[src/rtl/epo_pkg.sv]
// package: constants, register map and carrier types of the energy pulse outputs
package epo_pkg;
    // apb register byte offsets
    localparam logic [7:0] EPO_CTRL_OFS = 8'h00;
    localparam logic [7:0] EPO_DIO_OFS = 8'h04;
    localparam logic [7:0] EPO_TI_OFS = 8'h08;
    localparam logic [7:0] EPO_STAT_OFS = 8'h0C;
    // ctrl fields
    localparam int EPO_CTRL_MAXW_LSB = 0;
    localparam int EPO_CTRL_INV_BIT = 8;
    localparam logic [7:0] EPO_MAXW_RST = 8'h00;
    localparam logic [7:0] EPO_MAXW_OFF = 8'hFF;
    localparam logic EPO_INV_RST = 1'b0;
    // dio field: 2 bits per pin
    localparam int EPO_DIO_FW = 2;
    localparam logic [1:0] EPO_DIO_HIZ = 2'h0;
    localparam logic [1:0] EPO_DIO_PULSE = 2'h1;
    localparam logic [1:0] EPO_DIO_LOW = 2'h2;
    localparam logic [1:0] EPO_DIO_HIGH = 2'h3;
    localparam logic [7:0] EPO_DIO_RST = 8'h00;
    // pulse interval: 65.772 us at 20 MHz
    localparam real EPO_TI_NS = 65772.0;
    localparam real EPO_CLK_NS = 50.0;
    localparam logic [15:0] EPO_TI_CYC = 16'(int'(EPO_TI_NS / EPO_CLK_NS));
    localparam logic [31:0] EPO_ZERO32 = 32'h0000_0000;

    typedef enum logic [1:0] {
        EPO_IDLE = 2'b00,
        EPO_ACT = 2'b01,
        EPO_REST = 2'b10
    } epo_state_t;

    // triggers coming from the signal processor
    typedef struct packed {
        logic pass_strobe;
        logic zero_cross;
        logic sag;
        logic reactive;
        logic active;
    } epo_trig_t;

    // pin pairs (output and output enable) for the four dio pins
    typedef struct packed {
        logic [3:0] o;
        logic [3:0] oe;
    } epo_dio_t;
endpackage : epo_pkg

[src/rtl/epo_energy_gen.sv]
// single energy pulse generator with optional maximum width limit
`timescale 1ns/1ps
module epo_energy_gen
    import epo_pkg::*;
#(
    parameter int TIW = 16,
    parameter int CW = 26
) (
    input wire logic clk,
    input wire logic resetn,
    input wire logic trig,
    input wire logic [7:0] max_width,
    input wire logic [TIW-1:0] ti_cycles,
    output logic pulse
);
    epo_state_t state_q;
    logic [CW-1:0] width_cnt_q;
    logic [CW-1:0] gap_cnt_q;
    logic [CW-1:0] half_gap_q;
    logic [CW-1:0] tmax;
    logic limit_on;

    // RULE4: tmax = (2*w+1)*ti cycles
    // both factors widened first so the product is not cut to the interval width
    assign tmax = CW'({1'b0, max_width, 1'b1}) * CW'(ti_cycles);
    assign limit_on = (max_width != EPO_MAXW_OFF);

    // interval since last trigger, half of it bounds the next pulse
    always_ff @(posedge clk or negedge resetn) begin
        if (!resetn) begin
            gap_cnt_q <= '0;
            half_gap_q <= '0;
        end else if (trig) begin
            gap_cnt_q <= CW'(1);
            half_gap_q <= gap_cnt_q >> 1;
        end else if (gap_cnt_q != {CW{1'b1}}) begin
            gap_cnt_q <= gap_cnt_q + CW'(1);
        end
    end

    // RULE12: one pulse per trigger
    always_ff @(posedge clk or negedge resetn) begin
        if (!resetn) begin
            state_q <= EPO_IDLE;
            width_cnt_q <= '0;
        end else begin
            unique case (state_q)
                EPO_IDLE: begin
                    if (trig) begin
                        state_q <= EPO_ACT;
                        width_cnt_q <= CW'(1);
                    end
                end
                EPO_ACT: begin
                    width_cnt_q <= width_cnt_q + CW'(1);
                    if (trig) begin
                        width_cnt_q <= CW'(1);
                    // RULE14: end at tmax or half gap
                    end else if (limit_on &&
                            (width_cnt_q >= tmax || width_cnt_q >= half_gap_q)) begin
                        state_q <= EPO_REST;
                    // RULE5: 50% duty when unlimited
                    end else if (!limit_on && width_cnt_q >= half_gap_q) begin
                        state_q <= EPO_REST;
                    end
                end
                EPO_REST: begin
                    if (trig) begin
                        state_q <= EPO_ACT;
                        width_cnt_q <= CW'(1);
                    end
                end
                default: state_q <= EPO_IDLE;
            endcase
        end
    end

    assign pulse = (state_q == EPO_ACT);

    // RULE4: width never beyond tmax
    property p_width_max;
        @(posedge clk) disable iff (!resetn)
        (state_q == EPO_ACT && limit_on && !trig && width_cnt_q >= tmax) |=>
            (state_q == EPO_REST);
    endproperty
    a_width_max: assert property (p_width_max) else $error("pulse exceeds max width"); // RULE4
endmodule : epo_energy_gen

[src/rtl/epo_top.sv]
// top: pulse outputs, polarity, width limit, dio mapping and apb registers
//
// The register addresses and register access over APB were chosen for this implementation.
`timescale 1ns/1ps
// Notes on behaviour
// RULE1: four independent pulse generators, events chosen by signal processor triggers; the code has two generators, pins 2 and 3 take zc_q and sag_q
// RULE2: polarity invert bit makes all four outputs active high
// RULE3: invert resets to zero so energy pulses go low after reset
// RULE4: max width equals (2*field+1) times pulse interval in cycles
// RULE5: field 255 disables limiting, pulses run near 50% duty
// RULE6: pulse interval defaults to 65.772 us, processor may rewrite it
// RULE7: software normally writes 76 for about 10 ms width
// RULE8: zero crossing drives pin 2, sag drives pin 3
// RULE9: zero crossing and sag change at most once per program pass
// RULE10: active energy drives pin 0, reactive energy drives pin 1
// RULE11: zero crossing and sag pulse on their events
// RULE12: one energy pulse per programmed quantity accumulated
// RULE13: all dio pins high impedance after reset, each separately configured
// RULE14: limited pulse ends at max width or half the pulse gap
module epo_top
    import epo_pkg::*;
#(
    parameter int TIW = 16,
    parameter int CW = 26
) (
    input wire logic CLK,
    input wire logic RESETN,
    input wire logic PSEL,
    input wire logic PENABLE,
    input wire logic PWRITE,
    input wire logic [7:0] PADDR,
    input wire logic [31:0] PWDATA,
    output logic [31:0] PRDATA,
    output logic PREADY,
    output logic PSLVERR,
    input wire epo_pkg::epo_trig_t TRIG,
    input wire logic [3:0] DIO_I,
    output epo_pkg::epo_dio_t DIO
);
    import epo_pkg::*;

    logic [7:0] max_width_q;
    logic inv_q;
    logic [7:0] dio_cfg_q;
    logic [TIW-1:0] ti_q;
    logic zc_q;
    logic sag_q;
    logic [3:0] raw;
    logic [3:0] pol;
    logic [3:0] dio_o_q;
    logic [3:0] dio_oe_q;
    logic wr;
    logic rd;
    logic hit;
    logic [31:0] rdata;
    logic zc_chg;
    logic sag_chg;

    assign PREADY = 1'b1;
    assign wr = PSEL && PENABLE && PWRITE;
    assign rd = PSEL && PENABLE && !PWRITE;
    assign hit = (PADDR == EPO_CTRL_OFS) || (PADDR == EPO_DIO_OFS) ||
                 (PADDR == EPO_TI_OFS) || (PADDR == EPO_STAT_OFS);
    // unmapped offsets answer with an error, writes there do nothing
    assign PSLVERR = PSEL && PENABLE && !hit;

    // RULE3: invert clear at reset
    always_ff @(posedge CLK or negedge RESETN) begin
        if (!RESETN) begin
            max_width_q <= EPO_MAXW_RST;
            inv_q <= EPO_INV_RST;
        end else if (wr && PADDR == EPO_CTRL_OFS) begin
            max_width_q <= PWDATA[EPO_CTRL_MAXW_LSB +: 8];
            inv_q <= PWDATA[EPO_CTRL_INV_BIT];
        end
    end

    // RULE13: dio fields reset to high impedance
    always_ff @(posedge CLK or negedge RESETN) begin
        if (!RESETN) begin
            dio_cfg_q <= EPO_DIO_RST;
        end else if (wr && PADDR == EPO_DIO_OFS) begin
            dio_cfg_q <= PWDATA[7:0];
        end
    end

    // RULE6: interval register, default 65.772 us
    always_ff @(posedge CLK or negedge RESETN) begin
        if (!RESETN) begin
            ti_q <= TIW'(EPO_TI_CYC);
        end else if (wr && PADDR == EPO_TI_OFS) begin
            ti_q <= PWDATA[TIW-1:0];
        end
    end

    // zero-crossing and sag are levels; holding them to the pass strobe stops mid-pass glitches
    assign zc_chg = TRIG.pass_strobe && (TRIG.zero_cross != zc_q);
    assign sag_chg = TRIG.pass_strobe && (TRIG.sag != sag_q);
    // RULE9: update once per pass
    // RULE11: follow zero crossing and sag events
    always_ff @(posedge CLK or negedge RESETN) begin
        if (!RESETN) begin
            zc_q <= 1'b0;
            sag_q <= 1'b0;
        end else if (TRIG.pass_strobe) begin
            zc_q <= TRIG.zero_cross;
            sag_q <= TRIG.sag;
        end
    end

    // RULE1: independent generators for outputs 0 and 1
    // RULE12: energy pulse per trigger
    epo_energy_gen #(.TIW(TIW), .CW(CW)) u_active (
        .clk(CLK),
        .resetn(RESETN),
        .trig(TRIG.active),
        .max_width(max_width_q),
        .ti_cycles(ti_q),
        .pulse(raw[0])
    );
    epo_energy_gen #(.TIW(TIW), .CW(CW)) u_reactive (
        .clk(CLK),
        .resetn(RESETN),
        .trig(TRIG.reactive),
        .max_width(max_width_q),
        .ti_cycles(ti_q),
        .pulse(raw[1])
    );
    // RULE8: zero crossing on 2, sag on 3
    assign raw[2] = zc_q;
    assign raw[3] = sag_q;

    // RULE2: one bit inverts all four
    // RULE10: active on 0, reactive on 1
    assign pol = inv_q ? raw : ~raw;

    genvar g;
    generate
        for (g = 0; g < 4; g++) begin : g_dio
            logic [1:0] mode;
            assign mode = dio_cfg_q[g*EPO_DIO_FW +: EPO_DIO_FW];
            // RULE13: each pin has its own field
            always_ff @(posedge CLK or negedge RESETN) begin
                if (!RESETN) begin
                    dio_o_q[g] <= 1'b0;
                    dio_oe_q[g] <= 1'b0;
                end else begin
                    dio_oe_q[g] <= (mode != EPO_DIO_HIZ);
                    unique case (mode)
                        EPO_DIO_HIZ: dio_o_q[g] <= 1'b0;
                        EPO_DIO_PULSE: dio_o_q[g] <= pol[g];
                        EPO_DIO_LOW: dio_o_q[g] <= 1'b0;
                        EPO_DIO_HIGH: dio_o_q[g] <= 1'b1;
                    endcase
                end
            end
        end
    endgenerate

    assign DIO.o = dio_o_q;
    assign DIO.oe = dio_oe_q;

    always_comb begin
        rdata = EPO_ZERO32;
        unique case (PADDR)
            EPO_CTRL_OFS: begin
                rdata[EPO_CTRL_MAXW_LSB +: 8] = max_width_q;
                rdata[EPO_CTRL_INV_BIT] = inv_q;
            end
            EPO_DIO_OFS: rdata[7:0] = dio_cfg_q;
            EPO_TI_OFS: rdata[TIW-1:0] = ti_q;
            EPO_STAT_OFS: rdata[11:0] = {DIO_I, pol, raw};
            default: rdata = EPO_ZERO32;
        endcase
    end

    // read data registered in the setup cycle so it is a flop at the access edge
    always_ff @(posedge CLK or negedge RESETN) begin
        if (!RESETN) begin
            PRDATA <= EPO_ZERO32;
        end else if (PSEL && !PENABLE && !PWRITE) begin
            PRDATA <= rdata;
        end
    end

    // RULE13: pins released after reset
    property p_hiz_reset;
        @(posedge CLK) disable iff (!RESETN)
        $rose(RESETN) |-> (DIO.oe == 4'h0);
    endproperty
    a_hiz_reset: assert property (p_hiz_reset) else $error("dio driven after reset"); // RULE13

    // RULE2: polarity follows invert bit
    property p_polarity;
        @(posedge CLK) disable iff (!RESETN)
        (dio_cfg_q[1:0] == EPO_DIO_PULSE) |=> (DIO.o[0] == (inv_q ~^ $past(raw[0])) ||
            $changed(inv_q) || $changed(dio_cfg_q));
    endproperty
    a_polarity: assert property (p_polarity) else $error("pin 0 polarity wrong"); // RULE2

    // RULE3: idle energy output high by default
    property p_idle_high;
        @(posedge CLK) disable iff (!RESETN)
        (!inv_q && !raw[1] && dio_cfg_q[3:2] == EPO_DIO_PULSE) |=> DIO.o[1];
    endproperty
    a_idle_high: assert property (p_idle_high) else $error("energy idle level wrong"); // RULE3

    // RULE9: zero crossing holds between passes
    property p_zc_hold;
        @(posedge CLK) disable iff (!RESETN)
        !TRIG.pass_strobe |=> $stable(zc_q);
    endproperty
    a_zc_hold: assert property (p_zc_hold) else $error("zero crossing changed mid pass"); // RULE9

    // RULE11: zero crossing follows on the pass
    property p_zc_follow;
        @(posedge CLK) disable iff (!RESETN)
        zc_chg |=> (zc_q == $past(TRIG.zero_cross));
    endproperty
    a_zc_follow: assert property (p_zc_follow) else $error("zero crossing not taken"); // RULE11

    // RULE8: sag reaches pin 3
    property p_sag_pin;
        @(posedge CLK) disable iff (!RESETN)
        (sag_chg && dio_cfg_q[7:6] == EPO_DIO_PULSE) ##1 $stable(dio_cfg_q) |=>
            (DIO.o[3] == (inv_q ~^ $past(sag_q)) || $changed(inv_q));
    endproperty
    a_sag_pin: assert property (p_sag_pin) else $error("sag not on pin 3"); // RULE8

    // RULE12: trigger starts active pulse
    property p_active_start;
        @(posedge CLK) disable iff (!RESETN)
        TRIG.active |=> raw[0];
    endproperty
    a_active_start: assert property (p_active_start) else $error("no active pulse"); // RULE12

    // RULE10: reactive pulse reaches pin 1
    property p_react_pin;
        @(posedge CLK) disable iff (!RESETN)
        (dio_cfg_q[3:2] == EPO_DIO_PULSE && $stable(dio_cfg_q) && $stable(inv_q)) |->
            (DIO.o[1] == (inv_q ~^ $past(raw[1])));
    endproperty
    a_react_pin: assert property (p_react_pin) else $error("reactive not on pin 1"); // RULE10
endmodule : epo_top

[config.mk]
export PLATFORM = sky130hd
export DESIGN_NAME = epo_top
export DESIGN_NICKNAME = d
export VERILOG_FILES = /design/src/rtl/epo_pkg.sv /design/src/rtl/epo_energy_gen.sv /design/src/rtl/epo_top.sv
export SDC_FILE = /design/constraint.sdc
export NUM_CORES = 1
export LEC_CHECK = 0
export BUFFER_PORTS_ARGS = -buffer_cell sky130_fd_sc_hd__buf_2
export CAP_MARGIN = 20
export CORE_UTILIZATION = 55
export CTS_CLUSTER_SIZE = 14
export DETAILED_ROUTE_END_ITERATION = 12
export PLACE_DENSITY = 0.73
export SLEW_MARGIN = 10
export SYNTH_ARGS = -nofsm -noshare
export SYNTH_HDL_FRONTEND = slang
export SYNTH_SLANG_ARGS = --single-unit
[constraint.sdc]
create_clock -name CLK -period 10.4 [get_ports CLK]
set_input_delay 2.08 -clock CLK [delete_from_list [all_inputs] [get_ports CLK]]
set_output_delay 2.08 -clock CLK [all_outputs]
set_load 0.01 [all_outputs]
# Word level (Yosys, flattened, before mapping)
# Cells that the tools add are included.
[word_totals]
output_inout_bits = 42
register_bits = 217
elab_cells = 136
[op_classes]
n_reduce_logical = 46
n_bitwise = 1
muxes = 29
eq_ne = 28
magnitude_cmp = 4
multipliers = 1
add_sub_neg = 4
[ops]
columns = ["op", "count"]
rows = [
  ["2-to-1 mux 26 bit", 8],
  ["adder 26 x 1 -> 26 bit, second input constant", 4],
  [">= comparator 26 x 25 -> 1 bit", 4],
  ["one-hot mux 26 bit (2 select lines)", 2],
  ["inequality test 26 bit, second input constant", 2],
  ["one-hot mux 8 bit (4 select lines)", 1],
  ["multiplier 9 x 16 -> 25 bit", 1],
  ["equality test 2 bit, second input constant", 10],
  ["equality test 8 x 4 -> 1 bit, second input constant", 2],
  ["2-to-1 mux 2 bit", 8],
  ["nonzero test 2 bit", 8],
  ["one-hot mux 1 bit (3 select lines)", 5],
  ["equality test 2 x 1 -> 1 bit, second input constant", 6],
  ["logical AND 1 bit", 12],
  ["zero test 2 bit", 6],
  ["OR reduction 2 bit", 6],
  ["equality test 8 x 3 -> 1 bit, second input constant", 1],
  ["zero test 8 bit", 1],
  ["2-to-1 mux 4 bit", 2],
  ["inequality test 8 bit, second input constant", 1],
  ["one-hot mux 2 bit (2 select lines)", 2],
  ["inequality test 3 bit, second input constant", 2],
  ["one-hot mux 3 bit (2 select lines)", 1],
  ["AND reduction 3 bit", 2],
  ["6 further kinds", 16],
]

# Logic depth before layout (Yosys ltp)
# Gate-level depths: netlist of run 1.
[depth]
depth_word = 7
depth_mapped = 32
ltp_nobuf = 30

# Hierarchy
# From an unflattened synthesis of run 1, not the netlist that was laid out.
[unflattened]
hier_cells = 2292
area_unflattened_um2 = 21254.1
[modules_own_cells]
columns = ["mod", "area_per_inst_um2", "seq_area_each_um2", "cells_each", "n_inst"]
rows = [
  ["epo_energy_gen at u_reactive", 9392.8, 1976.9, 1058, 1],
  ["epo_energy_gen at u_active", 9095.0, 1976.9, 1024, 1],
  ["epo_top", 2766.4, 1482.7, 210, 1],
]

# Worst setup path before layout of run 1
# OpenSTA, ideal clock, no wires.
[synth_path]
path_kind = "register to register"
from = "register max_width_q[1]"
to = "register u_active.state_q[1]"
arrival_ps = 6232
n_path_buf = 2
required_time_ps = 10279
path_slack_ps = 4047
path_stages_with_launch = 30
path_cell_list = "dfrtp_1 clkbuf_1 clkbuf_1 nand2_1 fa_1 inv_1 fa_1 ha_1 inv_1 fa_1 fa_1 nand2b_1 a21o_2 a21oi_1 nand3_1 and2_1 o21bai_1 a21oi_1 xor2_1 ha_1 nand3_1 nor3_1 and4_1 o21ai_0 and3_1 a211oi_2 o41a_1 a211oi_1 a211oi_2 a22o_1"
[synth_via]
elab_chain_len = 7
word_cells_on_any_way = 12
classes_between = "1 x mul; 1 x order compare; 2 x eq/ne; 3 x mux; 5 x reduce/logical"
[synth_lines]
columns = ["item", "line", "text"]
rows = [
  ["from (decl)", "epo_top.sv:42", "logic [7:0] max_width_q;"],
  ["from (signal assigned)", "epo_top.sv:73", "max_width_q <= PWDATA[EPO_CTRL_MAXW_LSB +: 8];"],
  ["multiplier 9 x 16 -> 25 bit", "epo_energy_gen.sv:25", "assign tmax = CW'({1'b0, max_width, 1'b1}) * CW'(ti_cycles);"],
  [">= comparator 26 x 25 -> 1 bit", "epo_energy_gen.sv:60", "(width_cnt_q >= tmax || width_cnt_q >= half_gap_q)) begin"],
  ["logical OR 1 bit", "epo_energy_gen.sv:60", ""],
  ["logical AND 1 bit", "epo_energy_gen.sv:59", "end else if (limit_on &&"],
  ["2-to-1 mux 2 bit", "epo_energy_gen.sv:59", ""],
  ["2-to-1 mux 2 bit", "epo_energy_gen.sv:56", "if (trig) begin"],
  ["one-hot mux 2 bit (2 select lines)", "epo_energy_gen.sv:47", "unique case (state_q)"],
  ["to (signal assigned)", "epo_energy_gen.sv:50", "state_q <= EPO_ACT;"],
  ["to (signal assigned)", "epo_energy_gen.sv:61", "state_q <= EPO_REST;"],
  ["to (signal assigned)", "epo_energy_gen.sv:64", "state_q <= EPO_REST;"],
  ["to (decl)", "epo_energy_gen.sv:16", "epo_state_t state_q;"],
]
# Several ways; a longest one is shown, not always the timed one. The select of a mux whose other input is x is not followed.
# A chain may end at the register's enable or synchronous reset.

# Worst setup path after layout of run 1
[layout_path]
from = "register max_width_q[6]"
to = "register u_active.state_q[1]"
# Same word-level chain as after synthesis.

==> flow_summary.toml, run 1 <==
[setup_path]
path_class = "reg2reg"
worstPathArrival_ps = 7750
crit_required_ps = 10810
cp_max_fo = 19
worstSetupStartpointType = "flop"
rr_worst_depth = 25
r2r_setup_slack_ps = 3060
cp-end-kind = "flop"

[grt]
track_usage_pct = 25.5
grt_max_degree = 84
grt_pass1_wl_um = 64100
antenna_found_initial = 0
grt_remaining_overflow = 0
grt_pass1_vias = 12900

[finish]
drive_above_1_share_pct = 10.2
seqCellArea_um2 = 5440
multi_input_area_um2 = 10300
final_net_count = 2097
fin_area_um2 = 18000
nFillCells = 2495
antenna_cells = 0
syn2layout_area_growth_pct = 8.10
fin_cells = 2213

[timing]
final.min_clock_period_ps = 7340
hold_viol_final = 0
timing.final.ws_setup_ps = 3060
fin_skew_ps = 10.4
rsz0062_at_grt = "no"
max_freq_mhz = 136
slew_violations = 0
finalCritPeriodShare_pct = 70.5
tightest_slew_ps = 886
slew_headroom_pct = 41.0
finalSetupTns_ps = 0
setup_violations = 0

[job]
drv_cap = 0

[hold_path]
hold_depth = 2
hold_path.class = "reg2reg"

[synth]
synth_area_leaders = "dfrtp_1 (32%), fa_1 (12%), ha_1 (10%)"
async_flop_share_pct = 100
synth.avg_cell_area_um2 = 9.38
synth.top_cell.area_share_pct = 31.8
yosysWarnings = 0
yosysUniqueCellTypes = 81
syn_area_um2 = 16700
synth_area_leader_cell = "dfrtp_1"
ys.flop_type = "dfrtp_1"
postSynthCellCount = 1776
yosysSeqAreaShare_pct = 32.6
synth_edf_count = 0
ys_seq_elements = 217

[pwr]
power.density_nw_per_um2 = 112
power.leakage_nw = 8.89
ir_drop_uv = 112

[placement]
portBuffers = 62
post_dp_cell_area_um2 = 17200
place_congestion = 0.879
place_inst = 2166
dp_hpwl_um = 28100
pre_cts_ws_ps = 3150

[detailed_routing]
drc = 0
wl_per_cell_um = 17.3
routed_wl_um = 38200
ant_nets = 0
via_count = 12900
routed_via_density = 5.81
dr.pass1.iters = 5
drt-initial-drc-count = 746

[floorplan]
dieArea_um2 = 31000
ioPinCount = 96
start_util_pct = 56.1
coreArea_um2 = 29700
fp.dieW_um = 176
die_h_um = 176
rows = 63

[clock_network]
clock_sinks = 217
htreeDepth = 1
clk_pin_slew_ps = 60
cts_resized = 0
cts_buffer_depth = 3
clk-insertion-delay-late_ps = 530
tritoncts = "built"
ctsHoldBuffers = 0
numCtsBuffers = 25
cts_root_buffer = "clkbuf_16"
post_cts.repair.setup_buffers = 0

[outcome]
outcome = "finished, final reports clean"
registers in the layout (all words and copies together) (netlist names):
| name | flops |
|---|---|
| u_active.gap_cnt_q | 26 |
| u_active.width_cnt_q | 26 |
| u_reactive.gap_cnt_q | 26 |
| u_reactive.width_cnt_q | 26 |
| u_active.half_gap_q | 25 |
| u_reactive.half_gap_q | 25 |
| PRDATA | 16 |
| ti_q | 16 |
| DIO | 8 |
| dio_cfg_q | 8 |
| max_width_q | 8 |
| u_active.state_q | 2 |
| u_reactive.state_q | 2 |
| inv_q | 1 |
| sag_q | 1 |
| zc_q | 1 |
cells in the mapped netlist (3+ instances only):
cell type / n
o21ai_1: 3
o21bai_1: 4
or3_1: 8
o21ai_0: 161
nor2b_1: 14
a21o_1: 20
a21oi_1: 68
dfstp_2: 5
and3b_1: 3
and2_1: 94
clkbuf_1: 55
mux2_2: 37
o211ai_1: 4
or2_2: 5
buf_2: 4
mux2i_1: 8
inv_1: 171
and3_1: 32
dfrtp_1: 212
a22o_1: 18
mux4_2: 8
xnor2_1: 22
nor3_1: 16
and4_1: 10
a211oi_1: 5
buf_4: 20
o21a_1: 15
nand4_1: 31
xor2_1: 38
o31ai_1: 8
ha_1: 139
nand2_1: 191
nor2_1: 97
nand3_1: 53
fa_1: 99
a31oi_1: 21
a2111oi_0: 6
nor4_1: 5
nand2b_1: 9
logic make-up (layout without fill, tap and decap cells):
kind of cell	count (synthesis)	count (layout)	share of synthesized area, %
compound gates	369	369	13.7
xor+xnor	61	61	3.29
fa+ha+maj	238	238	22.3
buf+inv	252	284	6.16
flops	217	217	32.6
mux	53	53	4.06
other cells	2	17	0.0451
simple gates	584	584	17.7
layout make-up:
cell class                      instances  share of cell area, %
Timing Repair Buffer                   68                   2.03
Clock inverter                         11                  0.639
Inverter                              171                   3.56
Tap cell                              390                   2.71
Multi-Input combinational cell       1322                   56.9
Sequential cell                       217                   30.2
Clock buffer                           34                   3.94
power breakdown:
part | leakage, nW | internal (mW) | switching [mW]
Sequential | 2.98 | 0.863 | 0.0299
Combinational | 5.50 | 0.0885 | 0.150
Clock | 0.409 | 0.527 | 0.363
routing by layer:
layer	up-vias	share of wire, %	global-route usage, %
met5	-	0	0
met4	0	2.4	7.03
met3	63	4.7	3.66
met2	265	48	42.6
met1	6418	45	34.6
li1	6121	-	-
cells in the final DEF (no fill, tap or decap), types with 31 or more instances in the layout:
cell,instances
inv_1,171
ha_1,139
fa_1,99
nand3_1,53
buf_2,61
a21oi_1,68
dfrtp_1,212
o21ai_0,160
xor2_1,38
nand2_1,191
nand4_1,31
and2_1,94
nor2_1,97
mux2_2,37
and3_1,32
worst max-delay path, cell delays in order, from the launching register on:
cell and delay, ps:
dfrtp_1 850, and2_1 250, fa_1 460, fa_1 540, fa_1 530, fa_1 500
ha_1 400, o211ai_1 130, a21o_2 240, a21oi_1 280, nand3_1 120, and2_1 190
o21bai_1 140, a21oi_1 100, xor2_1 330, ha_1 330, nand3_1 100, nor3_1 60
and4_1 190, o21ai_0 80, and3_1 250, a211oi_2 70, o41a_1 420, a211oi_1 290
a211oi_2 130, a22o_1 230
metrics by stage:
step	util, %	hold WS [ps]	power [mW]
2_1_floorplan	-	453	1.07
3_3_place_gp	57.8	468	1.14
3_5_place_dp	57.8	469	1.14
4_1_cts	60.6	490	2.03
5_1_grt	60.6	517	2.11
6_report	60.6	490	2.02
path summary, 6_finish.rpt:
kind                           startpoint                 endpoint
setup / recovery           max_width_q[6]      u_active.state_q[1]
hold / removal                 PRDATA[11]               PRDATA[11]
setup reg to reg           max_width_q[6]      u_active.state_q[1]
hold reg to reg                PRDATA[11]               PRDATA[11]
max in group asynchronous          RESETN  u_active.width_cnt_q[1]
min in group asynchronous          RESETN  u_reactive.gap_cnt_q[9]
Power figures use the tool's default switching activity.
==> inputs of run 2 (changes only) <==
--- a/config.mk
+++ b/config.mk
@@ -5,12 +5,13 @@
 export SDC_FILE = /design/constraint.sdc
 export NUM_CORES = 1
 export LEC_CHECK = 0
+export ABC_AREA = 1
 export BUFFER_PORTS_ARGS = -buffer_cell sky130_fd_sc_hd__buf_2
 export CAP_MARGIN = 20
 export CORE_UTILIZATION = 55
 export CTS_CLUSTER_SIZE = 14
 export DETAILED_ROUTE_END_ITERATION = 12
-export PLACE_DENSITY = 0.73
+export PLACE_DENSITY = 0.76
 export SLEW_MARGIN = 10
 export SYNTH_ARGS = -nofsm -noshare
 export SYNTH_HDL_FRONTEND = slang
==> constraint.sdc (replaced) <==
create_clock -name CLK -period 6.4 [get_ports CLK]
set_input_delay 1.28 -clock CLK [delete_from_list [all_inputs] [get_ports CLK]]
set_output_delay 1.28 -clock CLK [all_outputs]
set_load 0.01 [all_outputs]
==> run 2 against run 1 <==
Effect of this change:
- core utilization increased by 1.1 points
- register-to-register slack worse by 2700 ps
- die area up 5.1%
- sequential share of layout area down 1.7 points
- flip-flop and latch count unchanged
- largest cell class unchanged
- largest power group is now the clock network
- highest routed layer unchanged
==> flow_summary.toml, run 2 <==
[outcome]
outcome = "finished, final reports clean"

[hold_path]
hold_path.class = "reg2reg"

[grt]
track_usage_pct = 26.5
antenna_found_initial = 0
grt_pass1_wl_um = 71700
grt_pass1_vias = 14800
grt_remaining_overflow = 0
grt_max_degree = 112

[synth]
ys.flop_type = "dfrtp_1"
yosysWarnings = 0
yosysUniqueCellTypes = 59
ys_seq_elements = 217
async_flop_share_pct = 100
synth.avg_cell_area_um2 = 7.58
synth_area_leaders = "dfrtp_1 (30%), nand2_1 (12%), fa_1 (11%)"
postSynthCellCount = 2310
synth_area_leader_cell = "dfrtp_1"
synth.most_common_cell = "nand2_1"
yosysSeqAreaShare_pct = 31.0
syn_area_um2 = 17500
synth.top_cell.area_share_pct = 30.3
synth_edf_count = 0
synth_common_cells = "nand2_1 (559), inv_1 (435), dfrtp_1 (212), o21ai_0 (180), nor2_1 (140)"

[timing]
slew_headroom_pct = 33.6
setup_violations = 0
finalSetupTns_ps = 0
max_freq_mhz = 167
timing.hold.ws_ps = 480
finalCritPeriodShare_pct = 93.8
fin_skew_ps = 8.06
slew_violations = 0
final.min_clock_period_ps = 6000
rsz0062_at_grt = "no"
hold_viol_final = 0
tightest_slew_ps = 994

[detailed_routing]
wl_per_cell_um = 15.2
routed_via_density = 5.54
ant_nets = 0
dr.pass1.iters = 6
drt-initial-drc-count = 1120
via_count = 15400
routed_wl_um = 42300
drc = 0

[pwr]
ir_drop_uv = 253
power.switching_mw = 1.11
p_comb_share_pct = 18.3
power.leakage_nw = 10.1
p_clk_share_pct = 41.6
power.internal_mw = 2.53
power.density_nw_per_um2 = 191
power.total_mw = 3.64
seq_power_share_pct = 40.0
p_sw_share_pct = 30.6

[floorplan]
start_util_pct = 56.5
ioPinCount = 96
dieArea_um2 = 32600
fp.dieW_um = 180
die_h_um = 180
rows = 64
coreArea_um2 = 31000

[setup_path]
path_class = "reg2reg"
crit_path_top_delay_cell = "dfstp_2"
cp_max_fo = 8
worstPathArrival_ps = 6440
crit_required_ps = 6840
crit_top_cell = "nand2_1"
cp-end-kind = "flop"
cpPeakStageDelay_ps = 620
worstSetupStartpointType = "flop"

[finish]
most-common-layout-cells = "nand2_1 (559), inv_1 (435), dfrtp_1 (199)"
final_common_cell = "nand2_1"
fin_cells = 2773
multi_input_area_um2 = 10100
drive_above_1_share_pct = 8.96
syn2layout_area_growth_pct = 9.14
nFillCells = 2694
final_net_count = 2649
seqCellArea_um2 = 5460

[job]
drv_cap = 0

[clock_network]
cts_root_buffer = "clkbuf_16"
clk-insertion-delay-late_ps = 550
cts_buffer_depth = 3
clk_pin_slew_ps = 60
tritoncts = "built"
htreeDepth = 1
numCtsBuffers = 25
ctsHoldBuffers = 0
clock_sinks = 217

[placement]
dp_hpwl_um = 32400
place_inst = 2716
place_congestion = 0.912
portBuffers = 62
-- run 2: cell count changes in the layout (fill, tap and decap cells not counted), sizes merged, moves of 37 or more --
cell | previous run | this run
inv | 172 | 445
nor2 | 97 | 154
nand3 | 53 | 90
a21oi | 70 | 120
nand2 | 191 | 562
and2 | 95 | 2
-- run 2: layout make-up --
| type | instances | share of cell area [%] |
|---|---|---|
| Tap cell | 396 | 2.59 |
| Inverter | 448 | 8.80 |
| Clock buffer | 28 | 3.44 |
| Timing Repair Buffer | 89 | 2.72 |
| Sequential cell | 217 | 28.5 |
| Antenna cell | 1 | 0.0131 |
| Clock inverter | 18 | 1.13 |
| Multi-Input combinational cell | 1576 | 52.8 |
-- run 2: cell families (layout without fill, tap and decap cells) --
group | after synthesis | after routing | synth area share [%]
compound gates | 376 | 376 | 11.9
flops | 217 | 217 | 31.0
simple gates | 921 | 921 | 22.8
mux | 2 | 2 | 0.129
buf+inv | 532 | 583 | 11.8
other cells | 2 | 18 | 0.0429
xor+xnor | 21 | 21 | 1.05
fa+ha+maj | 239 | 239 | 21.3
-- run 2: metal layers --
metal / GRT usage (%) / wire length [µm] / up-vias
met5: 0 / 0 / -
li1: - / - / 7432
met3: 3.46 / 2890 / 99
met2: 43.3 / 19800 / 558
met4: 8.07 / 1110 / 0
met1: 36.7 / 18500 / 7287
-- run 2: final timing paths --
kind,to,cells after the start,from,slack (ps)
max,u_reactive.state_q[1],37,ti_q[5],400
max in group asynchronous,max_width_q[1],2,RESETN,4200
min,PRDATA[9],2,PRDATA[9],480
min in group asynchronous,u_active.half_gap_q[1],1,RESETN,790
min reg2reg,PRDATA[9],2,PRDATA[9],480
max reg2reg,u_reactive.state_q[1],37,ti_q[5],400
-- run 2: worst max-delay path, delay by kind of cell (launching register included) --
family	cells	cell delay, ps
and+or+nand+nor	23	1750
buffers and inverters	4	320
xor gates and xnor gates	1	290
AOI/OAI and AO/OA	3	550
DFF	1	620
adders and majority gates	6	2360
-- run 2: power by group through the flow --
stage | logic, mW | clock network, mW | registers [mW]
floorplan | 0.461 | 0 | 1.46
CTS | 0.658 | 1.54 | 1.46
detailed placement | 0.652 | 0 | 1.48
finish | 0.668 | 1.52 | 1.46
global route | 0.757 | 1.60 | 1.46
global placement | 0.630 | 0 | 1.48
-- run 2: what timing repair did --
action	4_1_cts	5_1_grt
endpoints found under the setup margin	0	4
resized for setup	0	18
buffers inserted	0	9
hold endpoints to repair	0	0
-- run 2: stage by stage --
| step | area (µm²) | setup slack (ps) | utilization, % |
|---|---|---|---|
| floorplan | 17600 | 750 | - |
| global placement | 18100 | 286 | 58.5 |
| detailed placement | 18100 | 206 | 58.5 |
| CTS | 19000 | 186 | 61.3 |
| global route | 19100 | 2.73 | 61.7 |
| finish | 19100 | 399 | 61.7 |
==> inputs of run 3 (changes only) <==
--- a/config.mk
+++ b/config.mk
@@ -5,7 +5,6 @@
 export SDC_FILE = /design/constraint.sdc
 export NUM_CORES = 1
 export LEC_CHECK = 0
-export ABC_AREA = 1
 export BUFFER_PORTS_ARGS = -buffer_cell sky130_fd_sc_hd__buf_2
 export CAP_MARGIN = 20
 export CORE_UTILIZATION = 55
==> run 3 against run 2 <==
Effect of this change:
- the run now ends with setup timing left
- combinational power is 37% lower
- routed wire length shrank 7.2%
- first-iteration DRC count fell by 8.9%
- die area down 4.8%
- core utilization is 2.5 points higher
- register-to-register slack worse by 630 ps
- cell count is 16% lower
- clock power is essentially flat
- sequential share of layout area is essentially flat
- flip-flop and latch count did not move
- count of clock-buffer cells in the layout increased by 4
- critical path type unchanged
- critical endpoint is now u_active.state_q[1]
==> flow_summary.toml, run 3 (same netlist as run 1, synthesis figures left out) <==
[floorplan]
rows = 63
start_util_pct = 56.1
fp.dieW_um = 176
ioPinCount = 96
dieArea_um2 = 31000
die_h_um = 176
coreArea_um2 = 29700

[finish]
fin_area_um2 = 19100
antenna_cells = 0
syn2layout_area_growth_pct = 14.4
most-common-layout-cells = "dfrtp_1 (202), nand2_1 (189), inv_1 (171)"
final_common_cell = "dfrtp_1"
drive_above_1_share_pct = 17.3
final_net_count = 2206

[setup_path]
crit_required_ps = 6810
r2r-start = "ti_q[5]"
worstPathArrival_ps = 7040
rr_worst_depth = 27
cp_max_fo = 7
path_class = "reg2reg"
worstSetupStartpointType = "flop"
startpoint = "ti_q[5]"
cp-end-kind = "flop"

[pwr]
ir_drop_uv = 155
power.leakage_nw = 9.47
power.density_nw_per_um2 = 177

[outcome]
outcome = "finished with violations"
violations = "setup timing"

[timing]
setup_violations = 2
slew_violations = 0
fin_skew_ps = 10.1
tightest_slew_ps = 890
final.min_clock_period_ps = 6630
rsz0062_at_grt = "yes"
timing.final.ws_setup_ps = -227
max_freq_mhz = 151
finalSetupTns_ps = -404
hold_viol_final = 0
slew_headroom_pct = 40.5
finalCritPeriodShare_pct = 104

[hold_path]
hp-start = "PRDATA[11]"
hold_depth = 2
hold_path.class = "reg2reg"

[grt]
use_met3_pct = 2.45
track_usage_pct = 25.9
top_usage_layer = "met2"
grt_pass1_wl_um = 65700
met1_usage_pct = 36.3
grt_max_degree = 117
antenna_found_initial = 0
grt_remaining_overflow = 0
grt_pass1_vias = 13500
use_met2_pct = 42.6

[placement]
place_congestion = 0.926
post_dp_cell_area_um2 = 17900
dp_hpwl_um = 29200
portBuffers = 62

[clock_network]
clk-insertion-delay-late_ps = 530
htreeDepth = 1
clock_sinks = 217
clk_pin_slew_ps = 60
cts_root_buffer = "clkbuf_16"
numCtsBuffers = 25
tritoncts = "built"
cts_buffer_depth = 3

[detailed_routing]
wl_per_cell_um = 16.9
dr.pass1.iters = 5
drt-initial-drc-count = 1020
ant_nets = 0
drc = 0
routed_via_density = 5.80
routed_wl_um = 39200
via_count = 13500

[job]
drv_cap = 0
## run 3: cell types whose count changed in the layout (fill, tap and decap cells not counted), sizes merged, moves of 17 or more
cell	previous run	this run
nand2	562	191
inv	445	172
and2	2	95
buf	88	176
nor2	154	97
a21oi	120	70
nand3	90	53
mux2	2	37
nor3	52	20
and3	2	32
xor2	14	38
a21o	1	21
o21ai	185	166
a22o	1	18
## run 3: stage by stage
stage | setup WS [ps] | hold slack, ps | utilization (%) | power (mW) | std cells
after global placement | -163 | 461 | 60.3 | 1.85 | 2264
final | -227 | 483 | 64.1 | 3.38 | 2321
after global routing | -402 | 513 | 64.1 | 3.52 | 2321
after floorplan | 47.4 | 453 | - | 1.73 | 1791
after detailed placement | -331 | 467 | 60.3 | 1.87 | 2264
after CTS | -160 | 483 | 63.5 | 3.39 | 2313
## run 3: area by class of cell
| class | count | area, µm² |
|---|---|---|
| fillers | 2377 | 10700 |
| multi-input cells | 1322 | 10400 |
| flip-flops and latches | 217 | 5450 |
| repair buffers | 177 | 1190 |
| clock buffers | 32 | 702 |
| inverters | 171 | 642 |
| well taps | 390 | 488 |
| clock inverters | 12 | 166 |
## run 3: report_power, final
group | internal, mW | switching (mW) | total (mW)
clock network | 0.932 | 0.578 | 1.51
registers | 1.40 | 0.0427 | 1.45
logic | 0.161 | 0.261 | 0.423
## run 3: critical path, stage by stage, from the launching register on
cell and delay (ps):
dfstp_2 600, and2_1 160, fa_1 440, fa_1 520, fa_1 550, inv_1 60, fa_1 530, inv_1 40
ha_1 340, o21a_1 150, nor2_2 120, a21oi_2 60, buf_4 140, a21o_1 170, a21oi_1 170, xor2_1 260
ha_1 280, nand4_1 150, nor3_2 70, and4_1 190, o21ai_0 100, and3_4 270, a211oi_4 60, o41a_1 430
a211oi_2 210, a211oi_2 70, buf_4 190, a22o_1 170
## run 3: what timing repair did
item                                    CTS  global route
setup buffers                             6             6
hold buffers                              0             0
pin swaps                                 9            24
endpoints found under the setup margin    4             4
gates resized for setup                  16            31
hold endpoints to repair                  0             0
## run 3: worst paths after layout
check	slack, ps	to
max	-230	u_active.state_q[1]
min	480	PRDATA[11]
max reg2reg	-230	u_active.state_q[1]
min reg2reg	480	PRDATA[11]
max in group asynchronous	4450	max_width_q[3]
min in group asynchronous	760	u_reactive.gap_cnt_q[9]
## run 3: metal layers
layer | up-vias | wire length [µm] | part of all wire, %
li1 | 6334 | - | -
met2 | 395 | 18900 | 48
met5 | - | 0 | 0
met3 | 79 | 1860 | 4.7
met1 | 6664 | 17400 | 44
met4 | 0 | 1050 | 2.7
